$ cat src/dummy_end.sv
`timescale 1ns/100ps
`default_nettype none
`default_nettype wire

$ cat src/drps_pkg.sv
`default_nettype none
package drps_pkg;

  // ----------------------------------------------------------------
  // timing
  // ----------------------------------------------------------------
  localparam int CLK_MHZ = 100;
  localparam int PG_DELAY_US = 60;
  localparam int PG_DELAY_CYC = PG_DELAY_US * CLK_MHZ;
  localparam int POS_SS_US = 500;
  localparam int POS_SS_CYC = POS_SS_US * CLK_MHZ;
  localparam int OVL_MS = 32;
  localparam int OVL_CYC = OVL_MS * 1000 * CLK_MHZ;
  localparam int CNT_W = 22;

  // ----------------------------------------------------------------
  // serial interface
  // ----------------------------------------------------------------
  localparam logic [6:0] I2C_DEV_ADDR = 7'h3e;

  // ----------------------------------------------------------------
  // register map
  // ----------------------------------------------------------------
  localparam logic [7:0] ADDR_POS_SET = 8'h00;
  localparam logic [7:0] ADDR_NEG_SET = 8'h01;
  localparam logic [7:0] ADDR_APP_CTRL = 8'h03;
  localparam logic [7:0] ADDR_ILIM_CTRL = 8'h04;
  localparam logic [7:0] ADDR_WPROT = 8'h21;
  localparam logic [4:0] POS_SET_RST = 5'h0e;
  localparam logic [4:0] NEG_SET_RST = 5'h0e;
  localparam logic [7:0] APP_CTRL_RST = 8'h43;
  localparam logic ILIM_SEL_RST = 1'b0;
  localparam logic [7:0] WPROT_RST = 8'h00;
  localparam logic [7:0] WPROT_KEY = 8'h4c;
  localparam int APP_MODE_LO = 6;
  localparam int APP_NEG_EN = 4;
  localparam int APP_POS_EN = 3;
  localparam int APP_POS_DIS = 1;
  localparam int APP_NEG_DIS = 0;
  localparam int ILIM_SEL_BIT = 4;
  localparam logic [1:0] MODE_40 = 2'h0;
  localparam logic [1:0] MODE_80 = 2'h1;
  localparam logic [1:0] MODE_100 = 2'h2;
  localparam logic [1:0] MODE_BAD = 2'h3;

  // ----------------------------------------------------------------
  // voltage arithmetic in millivolts
  // ----------------------------------------------------------------
  localparam logic [4:0] SET_MAX_CODE = 5'h14;
  localparam logic [12:0] SET_BASE_MV = 13'hfa0;
  localparam logic [12:0] SET_STEP_MV = 13'h064;
  localparam logic [12:0] HEAD_LOW_MV = 13'h0c8;
  localparam logic [12:0] HEAD_HIGH_MV = 13'h12c;

  // ----------------------------------------------------------------
  // synchroniser bit positions
  // ----------------------------------------------------------------
  localparam int SYNC_W = 14;
  localparam int SY_SCL = 0;
  localparam int SY_SDA = 1;
  localparam int SY_PEN = 2;
  localparam int SY_NEN = 3;
  localparam int SY_VSTART = 4;
  localparam int SY_VSTOP = 5;
  localparam int SY_B12 = 6;
  localparam int SY_PG = 7;
  localparam int SY_OVPT = 8;
  localparam int SY_OVPR = 9;
  localparam int SY_P60 = 10;
  localparam int SY_PLIM = 11;
  localparam int SY_HOT = 12;
  localparam int SY_COOL = 13;

  // ----------------------------------------------------------------
  // states
  // ----------------------------------------------------------------
  typedef enum logic [3:0] {
    DRPS_OFF = 4'h1,
    DRPS_BOOST_SS = 4'h2,
    DRPS_PG_WAIT = 4'h4,
    DRPS_RUN = 4'h8
  } drps_seq_e;

  typedef enum logic [4:0] {
    DRPS_I_IDLE = 5'h01,
    DRPS_I_DEV = 5'h02,
    DRPS_I_REGA = 5'h04,
    DRPS_I_WDAT = 5'h08,
    DRPS_I_RDAT = 5'h10
  } drps_i2c_e;

  // codes above the top step clamp to the top step
  function automatic logic [12:0] drps_code_to_mv(input logic [4:0] code);
    logic [4:0] c;
    c = (code > SET_MAX_CODE) ? SET_MAX_CODE : code;
    return SET_BASE_MV + 13'(c) * SET_STEP_MV;
  endfunction : drps_code_to_mv

endpackage : drps_pkg
`default_nettype wire

$ cat src/drps_i2c_slave.sv
`timescale 1ns/100ps
`default_nettype none
module drps_i2c_slave
(
  input wire logic sys_clk,
  input wire logic reset,
  input wire logic scl,
  input wire logic sda,
  input wire logic [7:0] rd_data,
  output logic [7:0] reg_ptr,
  output logic wr_stb,
  output logic [7:0] wr_data,
  output logic sda_oe
);

  typedef struct packed {
    drps_pkg::drps_i2c_e st;
    logic scl_p;
    logic sda_p;
    logic [3:0] cnt;
    logic [7:0] sh;
    logic [7:0] ptr;
    logic rw;
    logic oe;
    logic stb;
    logic [7:0] wdat;
  } drps_i2c_s;

  drps_i2c_s q;
  drps_i2c_s d;
  logic start;
  logic stop;
  logic rise;
  logic fall;

  always_comb
  begin
    d = q;
    d.stb = 1'b0;
    d.scl_p = scl;
    d.sda_p = sda;
    start = scl & q.scl_p & q.sda_p & ~sda;
    stop = scl & q.scl_p & ~q.sda_p & sda;
    rise = scl & ~q.scl_p;
    fall = ~scl & q.scl_p;
    if (start)
    begin
      d.st = drps_pkg::DRPS_I_DEV;
      d.cnt = 4'h0;
      d.oe = 1'b0;
    end
    else if (stop)
    begin
      d.st = drps_pkg::DRPS_I_IDLE;
      d.oe = 1'b0;
    end
    else if (rise)
    begin
      unique case (q.st)
        drps_pkg::DRPS_I_IDLE: ;
        drps_pkg::DRPS_I_DEV, drps_pkg::DRPS_I_REGA, drps_pkg::DRPS_I_WDAT:
        begin
          if (q.cnt < 4'h8)
          begin
            d.sh = {q.sh[6:0], sda};
            d.cnt = q.cnt + 4'h1;
          end
        end
        drps_pkg::DRPS_I_RDAT:
        begin
          if (q.cnt < 4'h8)
            d.cnt = q.cnt + 4'h1;
          else if (q.cnt == 4'h8)
          begin
            // master nack ends the read until the next start
            if (sda)
              d.st = drps_pkg::DRPS_I_IDLE;
            else
            begin
              d.ptr = q.ptr + 8'h01;
              d.cnt = 4'h9;
            end
          end
        end
      endcase
    end
    else if (fall)
    begin
      unique case (q.st)
        drps_pkg::DRPS_I_IDLE: ;
        drps_pkg::DRPS_I_DEV:
        begin
          if (q.cnt == 4'h8)
          begin
            if (q.sh[7:1] == drps_pkg::I2C_DEV_ADDR)
            begin
              d.oe = 1'b1;
              d.rw = q.sh[0];
              d.cnt = 4'h9;
            end
            else
              d.st = drps_pkg::DRPS_I_IDLE;
          end
          else if (q.cnt == 4'h9)
          begin
            d.cnt = 4'h0;
            if (q.rw)
            begin
              d.st = drps_pkg::DRPS_I_RDAT;
              d.sh = rd_data;
              d.oe = ~rd_data[7];
            end
            else
            begin
              d.st = drps_pkg::DRPS_I_REGA;
              d.oe = 1'b0;
            end
          end
        end
        drps_pkg::DRPS_I_REGA:
        begin
          if (q.cnt == 4'h8)
          begin
            d.ptr = q.sh;
            d.oe = 1'b1;
            d.cnt = 4'h9;
          end
          else if (q.cnt == 4'h9)
          begin
            d.oe = 1'b0;
            d.cnt = 4'h0;
            d.st = drps_pkg::DRPS_I_WDAT;
          end
        end
        drps_pkg::DRPS_I_WDAT:
        begin
          if (q.cnt == 4'h8)
          begin
            d.stb = 1'b1;
            d.wdat = q.sh;
            d.oe = 1'b1;
            d.cnt = 4'h9;
          end
          else if (q.cnt == 4'h9)
          begin
            d.oe = 1'b0;
            d.cnt = 4'h0;
            d.ptr = q.ptr + 8'h01;
          end
        end
        drps_pkg::DRPS_I_RDAT:
        begin
          if (q.cnt == 4'h8)
            d.oe = 1'b0;
          else if (q.cnt == 4'h9)
          begin
            d.sh = rd_data;
            d.oe = ~rd_data[7];
            d.cnt = 4'h0;
          end
          else
          begin
            d.sh = {q.sh[6:0], 1'b0};
            d.oe = ~q.sh[6];
          end
        end
      endcase
    end
  end

  always_ff @(posedge sys_clk or posedge reset)
  begin
    if (reset)
      q <= '{st: drps_pkg::DRPS_I_IDLE, scl_p: 1'b1, sda_p: 1'b1, default: '0};
    else
      q <= d;
  end

  assign reg_ptr = q.ptr;
  assign wr_stb = q.stb;
  assign wr_data = q.wdat;
  assign sda_oe = q.oe;

endmodule : drps_i2c_slave
`default_nettype wire

$ cat src/dual_rail_power_sequencer.sv
// Behaviour
// boost starts first when enabled out of lockout, then the requested rail
// boost off when both enables low or input under lockout stop level
// below 1.2V boost uses fixed on-time pulses, above it valley limiting; code asserts valley limiting only in boost soft-start
// wait 60us after boost power good before regulator and pump run
// positive regulator soft-starts over typically 500us, held while limit hit
// pump current limit chosen by mode field bits 7:6 of application control
// application control bit 4 enables negative rail, bit 3 positive rail
// write-protect register at 0x21 guards the two register enable bits
// a register rail enable also turns on the shared boost stage
// one enable low stops only its own rail, boost keeps running
// discharge bits pull a rail to ground during its power-down; code discharges only on enable low or lockout
// boost target is larger setting plus 200mV, or 300mV in 100mA mode
// rail settings span 4V to 6V in 100mV steps, default 5.4V
// lockout below 2.2V, released only once input reaches 2.4V
// serial interface works in lockout, registers reset only at power-on
// boost stops switching at 7.3V, resumes 0.12V below that
// positive current limit 370mA or 270mA chosen by bit 4 at 0x04
// positive rail below 60 percent for 32ms shuts the device down
// shutdown above 140C, restart through soft-start below about 120C
// slave answers at address 0111110, direction bit 0 write, 1 read
// start and stop detected as sda edges while scl is high
// boost rail under 1.2V in a short forces restart of boost soft-start
// mode field 00 is 40mA, 01 is 80mA default, 10 is 100mA
// register address advances by one after each acknowledged byte
// protected enable bits keep their value, other fields stay writable
// rail enable is pin or register bit, and no active fault
`timescale 1ns/100ps
`default_nettype none
module dual_rail_power_sequencer
#(
  parameter int PG_CYC = drps_pkg::PG_DELAY_CYC,
  parameter int SS_CYC = drps_pkg::POS_SS_CYC,
  parameter int OVL_CYC = drps_pkg::OVL_CYC,
  parameter logic [1:0] ILIM_ID = 2'h2 // arbitrary value
)
(
  input wire logic sys_clk,
  input wire logic reset,
  input wire logic scl_in,
  input wire logic sda_in,
  output logic sda_out,
  output logic sda_oe,
  input wire logic pos_rail_enable,
  input wire logic neg_rail_enable,
  input wire logic vin_above_start,
  input wire logic vin_above_stop,
  input wire logic boost_above_1v2,
  input wire logic boost_power_good,
  input wire logic boost_ovp_trip,
  input wire logic boost_ovp_release,
  input wire logic pos_below_60pct,
  input wire logic pos_limit_hit,
  input wire logic temp_over_hot,
  input wire logic temp_below_cool,
  output logic lockout,
  output logic boost_enable,
  output logic boost_fixed_on,
  output logic boost_valley_limit,
  output logic boost_switch_en,
  output logic [12:0] boost_target_mv,
  output logic pos_reg_enable,
  output logic pos_softstart,
  output logic pos_ilim_low,
  output logic [4:0] pos_set_code,
  output logic pump_enable,
  output logic [1:0] pump_ilim_mode,
  output logic [4:0] neg_set_code,
  output logic pos_discharge_on,
  output logic neg_discharge_on
);

  localparam int CW = drps_pkg::CNT_W;
  localparam logic [CW-1:0] PG_LAST = CW'(PG_CYC - 1);
  localparam logic [CW-1:0] SS_LAST = CW'(SS_CYC - 1);
  localparam logic [CW-1:0] OVL_LAST = CW'(OVL_CYC - 1);

  typedef struct packed {
    logic [drps_pkg::SYNC_W-1:0] s1;
    logic [drps_pkg::SYNC_W-1:0] s2;
    drps_pkg::drps_seq_e st;
    logic [CW-1:0] dly;
    logic [CW-1:0] ss_cnt;
    logic [CW-1:0] ovl_cnt;
    logic lock;
    logic hot;
    logic ovp;
    logic ovl_trip;
    logic [4:0] pos_set;
    logic [4:0] neg_set;
    logic [7:0] app;
    logic ilim;
    logic [7:0] wprot;
    logic boost_en;
    logic fixed_on;
    logic valley;
    logic sw_en;
    logic [12:0] target;
    logic pos_on;
    logic pos_ss;
    logic pump_on;
    logic pdis;
    logic ndis;
  } drps_top_s;

  drps_top_s q;
  drps_top_s d;
  logic [drps_pkg::SYNC_W-1:0] s;
  logic pos_req;
  logic neg_req;
  logic fault;
  logic [7:0] rd_data;
  logic [7:0] reg_ptr;
  logic wr_stb;
  logic [7:0] wr_data;
  logic [12:0] pos_mv;
  logic [12:0] neg_mv;

  // ----------------------------------------------------------------
  // serial register access
  // ----------------------------------------------------------------
  drps_i2c_slave u_i2c
  (
    .sys_clk(sys_clk),
    .reset(reset),
    .scl(s[drps_pkg::SY_SCL]),
    .sda(s[drps_pkg::SY_SDA]),
    .rd_data(rd_data),
    .reg_ptr(reg_ptr),
    .wr_stb(wr_stb),
    .wr_data(wr_data),
    .sda_oe(sda_oe)
  );

  assign s = q.s2;
  assign pos_req = s[drps_pkg::SY_PEN] | q.app[drps_pkg::APP_POS_EN];
  assign neg_req = s[drps_pkg::SY_NEN] | q.app[drps_pkg::APP_NEG_EN];
  assign fault = q.lock | q.hot | q.ovl_trip;
  assign pos_mv = drps_pkg::drps_code_to_mv(q.pos_set);
  assign neg_mv = drps_pkg::drps_code_to_mv(q.neg_set);

  // ----------------------------------------------------------------
  // sequencing and registers
  // ----------------------------------------------------------------
  always_comb
  begin
    d = q;
    d.s1 = {temp_below_cool, temp_over_hot, pos_limit_hit, pos_below_60pct,
            boost_ovp_release, boost_ovp_trip, boost_power_good, boost_above_1v2,
            vin_above_stop, vin_above_start, neg_rail_enable, pos_rail_enable,
            sda_in, scl_in};
    d.s2 = q.s1;
    if (!s[drps_pkg::SY_VSTOP])
      d.lock = 1'b1;
    else if (s[drps_pkg::SY_VSTART])
      d.lock = 1'b0;
    if (s[drps_pkg::SY_HOT])
      d.hot = 1'b1;
    else if (s[drps_pkg::SY_COOL])
      d.hot = 1'b0;
    if (s[drps_pkg::SY_OVPT])
      d.ovp = 1'b1;
    else if (s[drps_pkg::SY_OVPR])
      d.ovp = 1'b0;
    unique case (q.st)
      drps_pkg::DRPS_OFF:
        if (pos_req | neg_req)
          d.st = drps_pkg::DRPS_BOOST_SS;
      drps_pkg::DRPS_BOOST_SS:
        if (s[drps_pkg::SY_PG])
        begin
          d.st = drps_pkg::DRPS_PG_WAIT;
          d.dly = '0;
        end
      drps_pkg::DRPS_PG_WAIT:
        if (q.dly == PG_LAST)
          d.st = drps_pkg::DRPS_RUN;
        else
          d.dly = q.dly + CW'(1);
      drps_pkg::DRPS_RUN:
        if (!s[drps_pkg::SY_B12])
          d.st = drps_pkg::DRPS_BOOST_SS;
    endcase
    if (!(pos_req | neg_req) || fault)
      d.st = drps_pkg::DRPS_OFF;
    d.boost_en = (d.st != drps_pkg::DRPS_OFF);
    d.fixed_on = d.boost_en & ~s[drps_pkg::SY_B12];
    d.valley = (d.st == drps_pkg::DRPS_BOOST_SS) & s[drps_pkg::SY_B12];
    d.sw_en = d.boost_en & ~d.ovp;
    d.pos_on = (d.st == drps_pkg::DRPS_RUN) & pos_req;
    d.pump_on = (d.st == drps_pkg::DRPS_RUN) & neg_req;
    if (!d.pos_on)
      d.ss_cnt = '0;
    else if (q.ss_cnt != SS_LAST && !s[drps_pkg::SY_PLIM])
      d.ss_cnt = q.ss_cnt + CW'(1);
    d.pos_ss = d.pos_on & (d.ss_cnt != SS_LAST);
    if (q.pos_on && s[drps_pkg::SY_P60])
    begin
      if (q.ovl_cnt == OVL_LAST)
        d.ovl_trip = 1'b1;
      else
        d.ovl_cnt = q.ovl_cnt + CW'(1);
    end
    else
    begin
      d.ovl_cnt = '0;
      // trip is cleared by dropping both enables, a new trip wins
      if (!(pos_req | neg_req))
        d.ovl_trip = 1'b0;
    end
    d.target = ((pos_mv > neg_mv) ? pos_mv : neg_mv) +
               ((q.app[7:6] == drps_pkg::MODE_100) ?
                drps_pkg::HEAD_HIGH_MV : drps_pkg::HEAD_LOW_MV);
    d.pdis = q.app[drps_pkg::APP_POS_DIS] & ~d.pos_on & (~pos_req | q.lock);
    d.ndis = q.app[drps_pkg::APP_NEG_DIS] & ~d.pump_on & (~neg_req | q.lock);
    if (wr_stb)
    begin
      // registers ignore lockout, only reset clears them
      unique case (reg_ptr)
        drps_pkg::ADDR_POS_SET: d.pos_set = wr_data[4:0];
        drps_pkg::ADDR_NEG_SET: d.neg_set = wr_data[4:0];
        drps_pkg::ADDR_APP_CTRL:
        begin
          d.app[5] = wr_data[5];
          d.app[2:0] = wr_data[2:0];
          if (wr_data[7:6] != drps_pkg::MODE_BAD)
            d.app[7:6] = wr_data[7:6];
          if (q.wprot == drps_pkg::WPROT_KEY)
            d.app[4:3] = wr_data[4:3];
        end
        drps_pkg::ADDR_ILIM_CTRL: d.ilim = wr_data[drps_pkg::ILIM_SEL_BIT];
        drps_pkg::ADDR_WPROT: d.wprot = wr_data;
        default: ;
      endcase
    end
  end

  always_comb
  begin
    unique case (reg_ptr)
      drps_pkg::ADDR_POS_SET: rd_data = {3'h0, q.pos_set};
      drps_pkg::ADDR_NEG_SET: rd_data = {3'h0, q.neg_set};
      drps_pkg::ADDR_APP_CTRL: rd_data = q.app;
      drps_pkg::ADDR_ILIM_CTRL: rd_data = {3'h0, q.ilim, 2'h0, ILIM_ID};
      drps_pkg::ADDR_WPROT: rd_data = q.wprot;
      default: rd_data = 8'h00;
    endcase
  end

  always_ff @(posedge sys_clk or posedge reset)
  begin
    if (reset)
      q <= '{st: drps_pkg::DRPS_OFF, lock: 1'b1, pos_set: drps_pkg::POS_SET_RST,
             neg_set: drps_pkg::NEG_SET_RST, app: drps_pkg::APP_CTRL_RST,
             ilim: drps_pkg::ILIM_SEL_RST, wprot: drps_pkg::WPROT_RST,
             default: '0};
    else
      q <= d;
  end

  assign sda_out = 1'b0;
  assign lockout = q.lock;
  assign boost_enable = q.boost_en;
  assign boost_fixed_on = q.fixed_on;
  assign boost_valley_limit = q.valley;
  assign boost_switch_en = q.sw_en;
  assign boost_target_mv = q.target;
  assign pos_reg_enable = q.pos_on;
  assign pos_softstart = q.pos_ss;
  assign pos_ilim_low = q.ilim;
  assign pos_set_code = q.pos_set;
  assign pump_enable = q.pump_on;
  assign pump_ilim_mode = q.app[7:6];
  assign neg_set_code = q.neg_set;
  assign pos_discharge_on = q.pdis;
  assign neg_discharge_on = q.ndis;
endmodule : dual_rail_power_sequencer
`default_nettype wire

$ cat config.mk
export PLATFORM = sky130hd
export DESIGN_NAME = dual_rail_power_sequencer
export DESIGN_NICKNAME = d
export VERILOG_FILES = /design/src/dummy_end.sv /design/src/drps_pkg.sv /design/src/drps_i2c_slave.sv /design/src/dual_rail_power_sequencer.sv
export SDC_FILE = /design/constraint.sdc
export NUM_CORES = 1
export LEC_CHECK = 0
export BUFFER_PORTS_ARGS = -buffer_cell sky130_fd_sc_hd__buf_2
export CAP_MARGIN = 5
export CORE_AREA = 2 2 176 178
export DETAILED_ROUTE_END_ITERATION = 6
export DIE_AREA = 0 0 178 180
export GPL_ROUTABILITY_DRIVEN = 0
export SKIP_CTS_REPAIR_TIMING = 1
export SYNTH_ARGS = -nofsm -noshare
export SYNTH_HDL_FRONTEND = slang
export SYNTH_SLANG_ARGS = --single-unit
$ cat constraint.sdc
create_clock -name sys_clk -period 17.3 [get_ports sys_clk]
set_input_delay 0.865 -clock sys_clk [delete_from_list [all_inputs] [get_ports sys_clk]]
set_output_delay 0.865 -clock sys_clk [all_outputs]
set_load 0.02 [all_outputs]
======== After elaboration in Yosys (flattened, before gate mapping) ========
Cells that the tools add are included.
word-level totals
  flip-flop bits (word level) ............. 189
  input bits .............................. 16
  output and inout bits ................... 38
  logic and storage cells ................. 287
cells by class
  add/sub/neg operators ................... 8
  multipliers ............................. 2
  magnitude comparators ................... 4
  eq/ne operators ......................... 64
  multiplexer cells ....................... 98
  bitwise gates (word level) .............. 39
  reductions and logical operators ........ 35
operators with widths
  cell                    count
  $mux 22                 5
  $mux 8                  11
  $mux 12                 7
  $mux 5                  16
  $add 22x1->22 const B   3
  $mux 4                  12
  $mux 9                  5
  $ne 22x16->1 const B    2
  $pmux 22 s2             1
  $pmux 8 s5              1
  $pmux 8 s2              2
  $mux 31                 1
  $ne 5x1->1 const B      6
  $reduce_and 10->1       3
  $add 12x12->13 const A  2
  $mux 26                 1
  $eq 22x13->1 const B    1
  $eq 22x22->1 const B    1
  $ne 2x2->1 const B      11
  $mux 21                 1
  $mul 5x5->10 const B    2
  $mux 1                  20
  $mux 20                 1
  $ne 4x2->1 const B      5
  57 further kinds        130

======== Longest topological paths before layout ========
Gate-level depths: netlist (run 1).
  depth in word-level cells ............... 14
  mapped depth ............................ 28
  gate-level depth less buffers ........... 27

======== Hierarchy ========
A second synthesis (run 1) with hierarchy kept.
second synthesis, totals
  cell total of the unflattened synthesis .. 1118
  area total of the unflattened synthesis .. 10864.2 um2
by module, submodules not included
  module                     times used  cells an instance  area an instance (um2)  seq. area each (um2)
  dual_rail_power_sequencer  1           812                8152.8                  3742.3
  drps_i2c_slave             1           306                2711.4                  954.7

======== Worst setup path after synthesis (run 1) ========
No wires, ideal clock.
  path type ............................... register to register
  from .................................... register q (netlist bit pos_set_code[3])
  to ...................................... register q (netlist bit boost_target_mv[12])
  library setup time ...................... 132 ps
  arrival ................................. 5491 ps
  required time ........................... 17168 ps
  slack ................................... 11677 ps
  stages on the path, launching flop included .. 24
  path buffers ............................ 1
  period minus slack after synthesis ...... 5623 ps
  path through ............................ dfstp_2 > o21ai_0 > and2_1 > ha_1 > ha_1 > ha_1 > fa_1 > xnor2_1 > nand2_1 > or3b_2 > xor2_1 > ha_1 > nand4_1 > nand2b_1 > o22ai_2 > clkbuf_1 > o21ai_0 > ha_1 > a21oi_1 > inv_1 > or3_1 > a31oi_1 > nor4_1 > xnor2_1
RTL lines
  what                    RTL line                          RTL
  from (decl)             dual_rail_power_sequencer.sv:106  drps_top_s q;
  from (signal assigned)  dual_rail_power_sequencer.sv:253  q <= '{st: drps_pkg::DRPS_OFF, lock: 1'b1, pos_set: drps_pkg::POS_SET_RST,

==> results.sh, run 1 <==
export IMPL_period_share_pct=34.9
export IMPL_final_nets=1140
export IMPL_max_cap_viol_count=0
export IMPL_path_clk_slew_ns=0.08
export IMPL_synth_cell_types=73
export IMPL_grt_overflow=0
export IMPL_synth_most_common_cell="dfrtp_1"
export IMPL_top_layer="met4"
export IMPL_crit_top_cell="ha_1"
export IMPL_cp_end_kind="flip-flop"
export IMPL_synth_compound_area_share_pct=10.2
export IMPL_grt_max_degree=121
export IMPL_syn_mean_instance_area_um2=9.98
export IMPL_synth_common_cells="dfrtp_1 (173), nor2_1 (121), nand2_1 (78), ha_1 (60), a21oi_1 (55)"
export IMPL_regArea_mm2=0.00470
export IMPL_syn_area_mm2=0.0104
export IMPL_synth_fa_ha_area_share_pct=7.62
export IMPL_synth_simple_area_share_pct=19.4
export IMPL_port_buffers=50
export IMPL_synthCells=1040
export IMPL_path_cells="o21ai_0 > and2_1 > ha_1 > ha_1 > ha_1 > fa_1 > xnor2_1 > nand2_1 > or3b_2 > xor2_1 > ha_1 > nand4_1 > nand2b_1 > o22ai_2 > o21ai_0 > ha_1 > a21oi_1 > inv_1 > or3_1 > a31oi_1 > nor3_1 > xnor2_1"
export IMPL_dpl_hpwl_um=15800
export IMPL_io_pins=54
export IMPL_vias=7483
export IMPL_die_y_um=180
export IMPL_drtIter0Drc=464
export IMPL_route_met2_wl_um=10300
export IMPL_totalWireLength_um=21900
export IMPL_setup_viol=0
export IMPL_ys_top_cells_by_area="dfrtp_1 (42%), ha_1 (7.2%), mux2_2 (4.7%), nor2_1 (4.4%), xor2_1 (4.1%)"
export IMPL_status="finished clean"
export IMPL_drtAntennaViolNets=0
export IMPL_synth_xor_area_share_pct=7.50
export IMPL_max_freq_mhz=166
export IMPL_numCtsBuffers=17
export IMPL_crit_slowest_cell="dfstp_2"
export IMPL_wl_met3_um=729
export IMPL_synth_largest_area_cell="dfrtp_1"
export IMPL_p_per_area_mw_per_mm2=92.4
export IMPL_antenna_found_initial=0
export IMPL_initial_utilization_pct=34.4
export IMPL_worstSetupPathType="flip-flop to flip-flop"
export IMPL_grt_first_pass_wirelength_um=36500
export IMPL_area_growth_pct=10.4
export IMPL_core_area_mm2=0.0302
export IMPL_drc=0
export IMPL_track_usage_pct=14.0
export IMPL_max_slew_margin_pct=24.9
export IMPL_nFillCells=2951
export IMPL_slowest_delay_ns=0.58
export IMPL_ys_warn_count=0
export IMPL_cts_buffer_depth=2
export IMPL_cts_tree="done"
export IMPL_yosysSeqAreaShare_pct=45.2
export IMPL_arrival_ns=6.35
export IMPL_via_per_inst=5.09
export IMPL_synth_edf_count=0
export IMPL_antennaDiodeCount=0
export IMPL_hold_viol_final=0
export IMPL_rsz0062_at_grt="false"
export IMPL_synth_seq_cells=187
export IMPL_m1WireLength_um=10600
export IMPL_cts_root_buf="clkbuf_16"
export IMPL_min_period_ns=6.03
export IMPL_start_kind="flip-flop"
export IMPL_holdPathStages=0
export IMPL_die_x_um=178
export IMPL_irDropWorstVdd_v=0.0000673
export IMPL_multiInputGateArea_mm2=0.00523
export IMPL_slew_violations=0
export IMPL_synth_mux_area_share_pct=5.53
export IMPL_wl_per_cell_um=14.9
export IMPL_hold_class="flip-flop to flip-flop"
export IMPL_synth_ff_type="dfrtp_1"
export IMPL_synthArstFlopShare_pct=100
export IMPL_fin_setup_tns_ns=0
export IMPL_fin_skew_ns=0.0139
export IMPL_drive_gt1_share_pct=16.1
export IMPL_critPathMaxFanout=16
export IMPL_clkSinkCount=187
export IMPL_clk_latency_ns=0.44
export IMPL_grt_pass1_vias=7176
export IMPL_synth_top_family_by_area="simple AND/OR/NAND/NOR gates"
export IMPL_synth_top_area_share_pct=41.7
export IMPL_reg2regPathDepth=22
export IMPL_p_leak_nw=5.21
export IMPL_worst_slew_pin_slew_ns=1.12
export IMPL_rows=64
export IMPL_hold_ws_ns=0.344
export IMPL_cp_required_ns=17.62
export IMPL_h_tree_depth=4
export IMPL_firstDrtPassIters=7
export IMPL_die_area_mm2=0.0320
-- sequential cells by signal, summed over array words and instances (netlist names), 5 cells and up --
signal / cells
q: 87
u_i2c.q: 20
d: 14
s: 14
boost_target_mv: 11
u_i2c.reg_ptr: 8
u_i2c.wr_data: 8
neg_set_code: 5
pos_set_code: 5
-- per-layer routing --
| metal | up-vias | GRT usage [%] |
|---|---|---|
| met5 | - | 0 |
| met4 | 0 | 3.57 |
| met3 | 21 | 2.88 |
| met2 | 128 | 22.4 |
| met1 | 3643 | 19.3 |
| li1 | 3691 | - |
-- final cells by class --
type | instances | area share, %
inverters | 36 | 1.24
well taps | 396 | 4.32
multi-input cells | 766 | 45.7
clock buffers | 18 | 3.83
flip-flops and latches | 187 | 41.0
clock inverters | 14 | 1.49
repair buffers | 54 | 2.45
-- kinds of logic after synthesis --
kind of cell,Yosys count
and+or+nand+nor,389
DFF,187
AOI/OAI and AO/OA,172
buffers and inverters,89
xor gates and xnor gates,88
adders and majority gates,62
muxes,52
other,1
-- stage by stage --
| step | power, W | area [µm²] | std cells | setup slack [ns] | utilization [%] |
|---|---|---|---|---|---|
| final | 0.00106 | 11500 | 1471 | 11.27 | 38.0 |
| after global routing | 0.00111 | 11500 | 1471 | 10.85 | 38.0 |
| after CTS | 0.00107 | 11500 | 1471 | 11.25 | 38.0 |
| after detailed placement | 0.000659 | 10800 | 1439 | 11.27 | 35.9 |
| after global placement | 0.000656 | 10800 | 1439 | 11.37 | 35.9 |
| after floorplan | 0.000616 | 10400 | 1042 | 11.37 | - |
-- power by group --
part	total (W)	internal (W)	leakage, nW	switching (W)
combinational	0.000140	0.0000540	2.47	0.0000862
clock	0.000407	0.000223	0.295	0.000184
sequential	0.000511	0.000466	2.45	0.0000451
-- cells in the final DEF, fill, tap and decap left out, types with 20 or more instances in the layout --
master / instances
inv_1: 35
nor3_1: 20
nor2_1: 121
xor2_1: 49
xnor2_1: 38
dfrtp_1: 173
ha_1: 60
nand3_1: 43
a21oi_1: 55
mux2_2: 43
nand2_1: 78
buf_2: 50
o21ai_0: 44
-- worst paths after layout --
kind,slack (ns),from,end
min reg2reg,0.34,d[133],s[10]
max in group asynchronous,15.30,reset,boost_target_mv[2]
max,11.27,pos_set_code[3],boost_target_mv[10]
max reg2reg,11.27,pos_set_code[3],boost_target_mv[10]
min in group asynchronous,0.57,reset,s[4]
min,0.34,d[133],s[10]
-- critical path: cells and delay by family (launching register included) --
family / cells / cell delay, ns
fa+ha+maj: 6 / 1.92
xor+xnor: 3 / 0.60
simple gates: 7 / 1.57
flops: 1 / 0.58
buf+inv: 1 / 0.07
compound gates: 5 / 1.16
Note: power is estimated with default switching activity, not from simulation.
==> run 2, diff against run 1 <==
clock period = 6 ns   (was 17.3 ns; I/O delays follow)
==> run 2 against run 1 <==
Non-clock buffer count up 20. Total power grew to 2.8 times the previous value. Sequential cell count unchanged. First-iteration DRC count grew 24%. Sequential power grew to 2.9 times the previous value. Largest cell class unchanged.
==> results.sh, run 2 (synthesis results as in run 1) <==
export IMPL_status="finished clean"
export IMPL_drtAntennaViolNets=0
export IMPL_dp_slack_ns=0.159
export IMPL_dpl_hpwl_um=15700
export IMPL_p_leak_nw=5.27
export IMPL_grt_first_pass_wirelength_um=37000
export IMPL_firstDrtPassIters=6
export IMPL_reg_top3="q: 87 flops, u_i2c.q: 20 flops"
export IMPL_final_core_util_pct=38.6
export IMPL_cp_required_ns=6.32
export IMPL_grt_max_degree=133
export IMPL_worstSetupStartpoint="pos_set_code[3]"
export IMPL_path_buf_inv=2
export IMPL_drc=0
export IMPL_met1_usage_pct=19.7
export IMPL_port_buffers=50
export IMPL_max_cap_viol_count=0
export IMPL_clkSinkCount=187
export IMPL_arrival_ns=6.00
export IMPL_cp_end_kind="flip-flop"
export IMPL_totalWireLength_um=22100
export IMPL_vias=7564
export IMPL_drtIter0Drc=574
export IMPL_multiInputGateArea_mm2=0.00530
export IMPL_antenna_found_initial=0
export IMPL_area_growth_pct=12.3
export IMPL_cts_tree="done"
export IMPL_gr_usage_met3_pct=2.64
export IMPL_final_nets=1160
export IMPL_start_kind="flip-flop"
export IMPL_wl_per_cell_um=14.8
export IMPL_crit_family="adder cells"
export IMPL_rr_startpoint="pos_set_code[3]"
export IMPL_die_x_um=178
export IMPL_grt_pass1_vias=7181
export IMPL_via_per_inst=5.07
export IMPL_max_freq_mhz=176
export IMPL_period_share_pct=94.8
export IMPL_clk_latency_ns=0.44
export IMPL_critPathMaxFanout=8
export IMPL_busiest_layer="met2"
export IMPL_worst_slew_pin_slew_ns=1.11
export IMPL_rows=64
export IMPL_hold_class="primary input to async pin"
export IMPL_p_clk_share_pct=36.3
export IMPL_track_usage_pct=14.2
export IMPL_fin_skew_ns=0.0136
export IMPL_grt_overflow=0
export IMPL_worstSetupPathType="flip-flop to flip-flop"
export IMPL_p_per_area_mw_per_mm2=253
export IMPL_path_cells="o21ai_0 > and2_1 > ha_1 > ha_1 > ha_1 > fa_1 > xnor2_2 > nand2_1 > or3b_2 > xor2_2 > ha_1 > nand2_1 > nor2_1 > a211oi_2 > o22ai_4 > buf_4 > buf_4 > nand2_1 > o21ai_0 > ha_1 > or3_4 > a31oi_4 > nor3_1 > xnor2_1"
export IMPL_crit_top_cell="ha_1"
export IMPL_intPower_w=0.00206
export IMPL_numCtsBuffers=17
export IMPL_regArea_mm2=0.00470
export IMPL_nFillCells=2959
export IMPL_finalWorstSetupSlack_ns=0.314
export IMPL_final_common_cell="dfrtp_1"
export IMPL_path_clk_slew_ns=0.07
export IMPL_combPwrFrac_pct=13.9
export IMPL_max_flop_register="q"
export IMPL_setup_viol=0
export IMPL_largest_reg_flops=87
export IMPL_slew_violations=0
export IMPL_initial_utilization_pct=34.4
export IMPL_cts_buffer_depth=2
export IMPL_crit_slowest_cell="dfstp_2"
export IMPL_core_area_mm2=0.0302
export IMPL_min_period_ns=5.69
export IMPL_drive_gt1_share_pct=17.2
export IMPL_cts_root_buf="clkbuf_16"
export IMPL_swShare_pct=30.3
export IMPL_die_area_mm2=0.0320
export IMPL_layout_common_cells="dfrtp_1 (172), nor2_1 (121), nand2_1 (78)"
export IMPL_p_sw_w=0.000896
export IMPL_slowest_delay_ns=0.58
export IMPL_use_met2_pct=22.5
export IMPL_hold_viol_final=0
export IMPL_irDropWorstVdd_v=0.000182
export IMPL_h_tree_depth=4
export IMPL_die_y_um=180
export IMPL_max_slew_margin_pct=25.6
export IMPL_seqPwrFrac_pct=49.8
export IMPL_io_pins=54
export IMPL_antennaDiodeCount=0
-- run 2: power groups by stage --
stage	registers, W	logic, W	clock network, W
floorplan	0.00144	0.000338	0
global placement	0.00149	0.000396	0
detailed placement	0.00150	0.000401	0
CTS	0.00147	0.000403	0.00111
global route	0.00149	0.000465	0.00116
finish	0.00147	0.000410	0.00107
-- run 2: path summary, 6_finish.rpt --
check	end	slack [ns]	cells past startpoint
min	d[134]	0.06	2
max in group asynchronous	q[120]	4.68	3
max reg2reg	boost_target_mv[10]	0.31	24
min in group sys_clk	s[10]	0.34	0
min reg2reg	s[10]	0.34	0
max	boost_target_mv[10]	0.31	24
-- run 2: cell type report --
cell class,instances,share of cell area (%)
Multi-Input combinational cell,766,45.5
Sequential cell,187,40.3
Tap cell,396,4.25
Timing Repair Buffer,74,3.99
Clock buffer,19,3.80
Inverter,36,1.22
Clock inverter,13,0.955
-- run 2: per-stage QoR --
step                setup TNS (ns)  cells  area (µm²)  power [W]  hold slack, ns
floorplan                        0   1042       10400    0.00178           0.331
global placement                 0   1442       10900    0.00189           0.335
finish                           0   1491       11700    0.00295          0.0555
global route                -0.177   1491       11700    0.00311           0.136
CTS                              0   1474       11400    0.00298         -0.0531
detailed placement               0   1442       10900    0.00190           0.337
-- run 2: worst register-to-register path, delay by kind of cell (launching register included) --
| kind | cells | cell delay [ns] |
|---|---|---|
| AND/OR/NAND/NOR | 8 | 1.48 |
| buffers and inverters | 2 | 0.32 |
| XOR/XNOR | 3 | 0.55 |
| flip-flops | 1 | 0.58 |
| AO/OA/AOI/OAI | 5 | 0.84 |
| adder cells (fa/ha/maj) | 6 | 1.80 |
-- run 2: per-layer routing --
metal	vias up	wire length (µm)
li1	3729	-
met3	15	782
met2	128	10600
met4	0	260
met1	3692	10500
met5	-	0
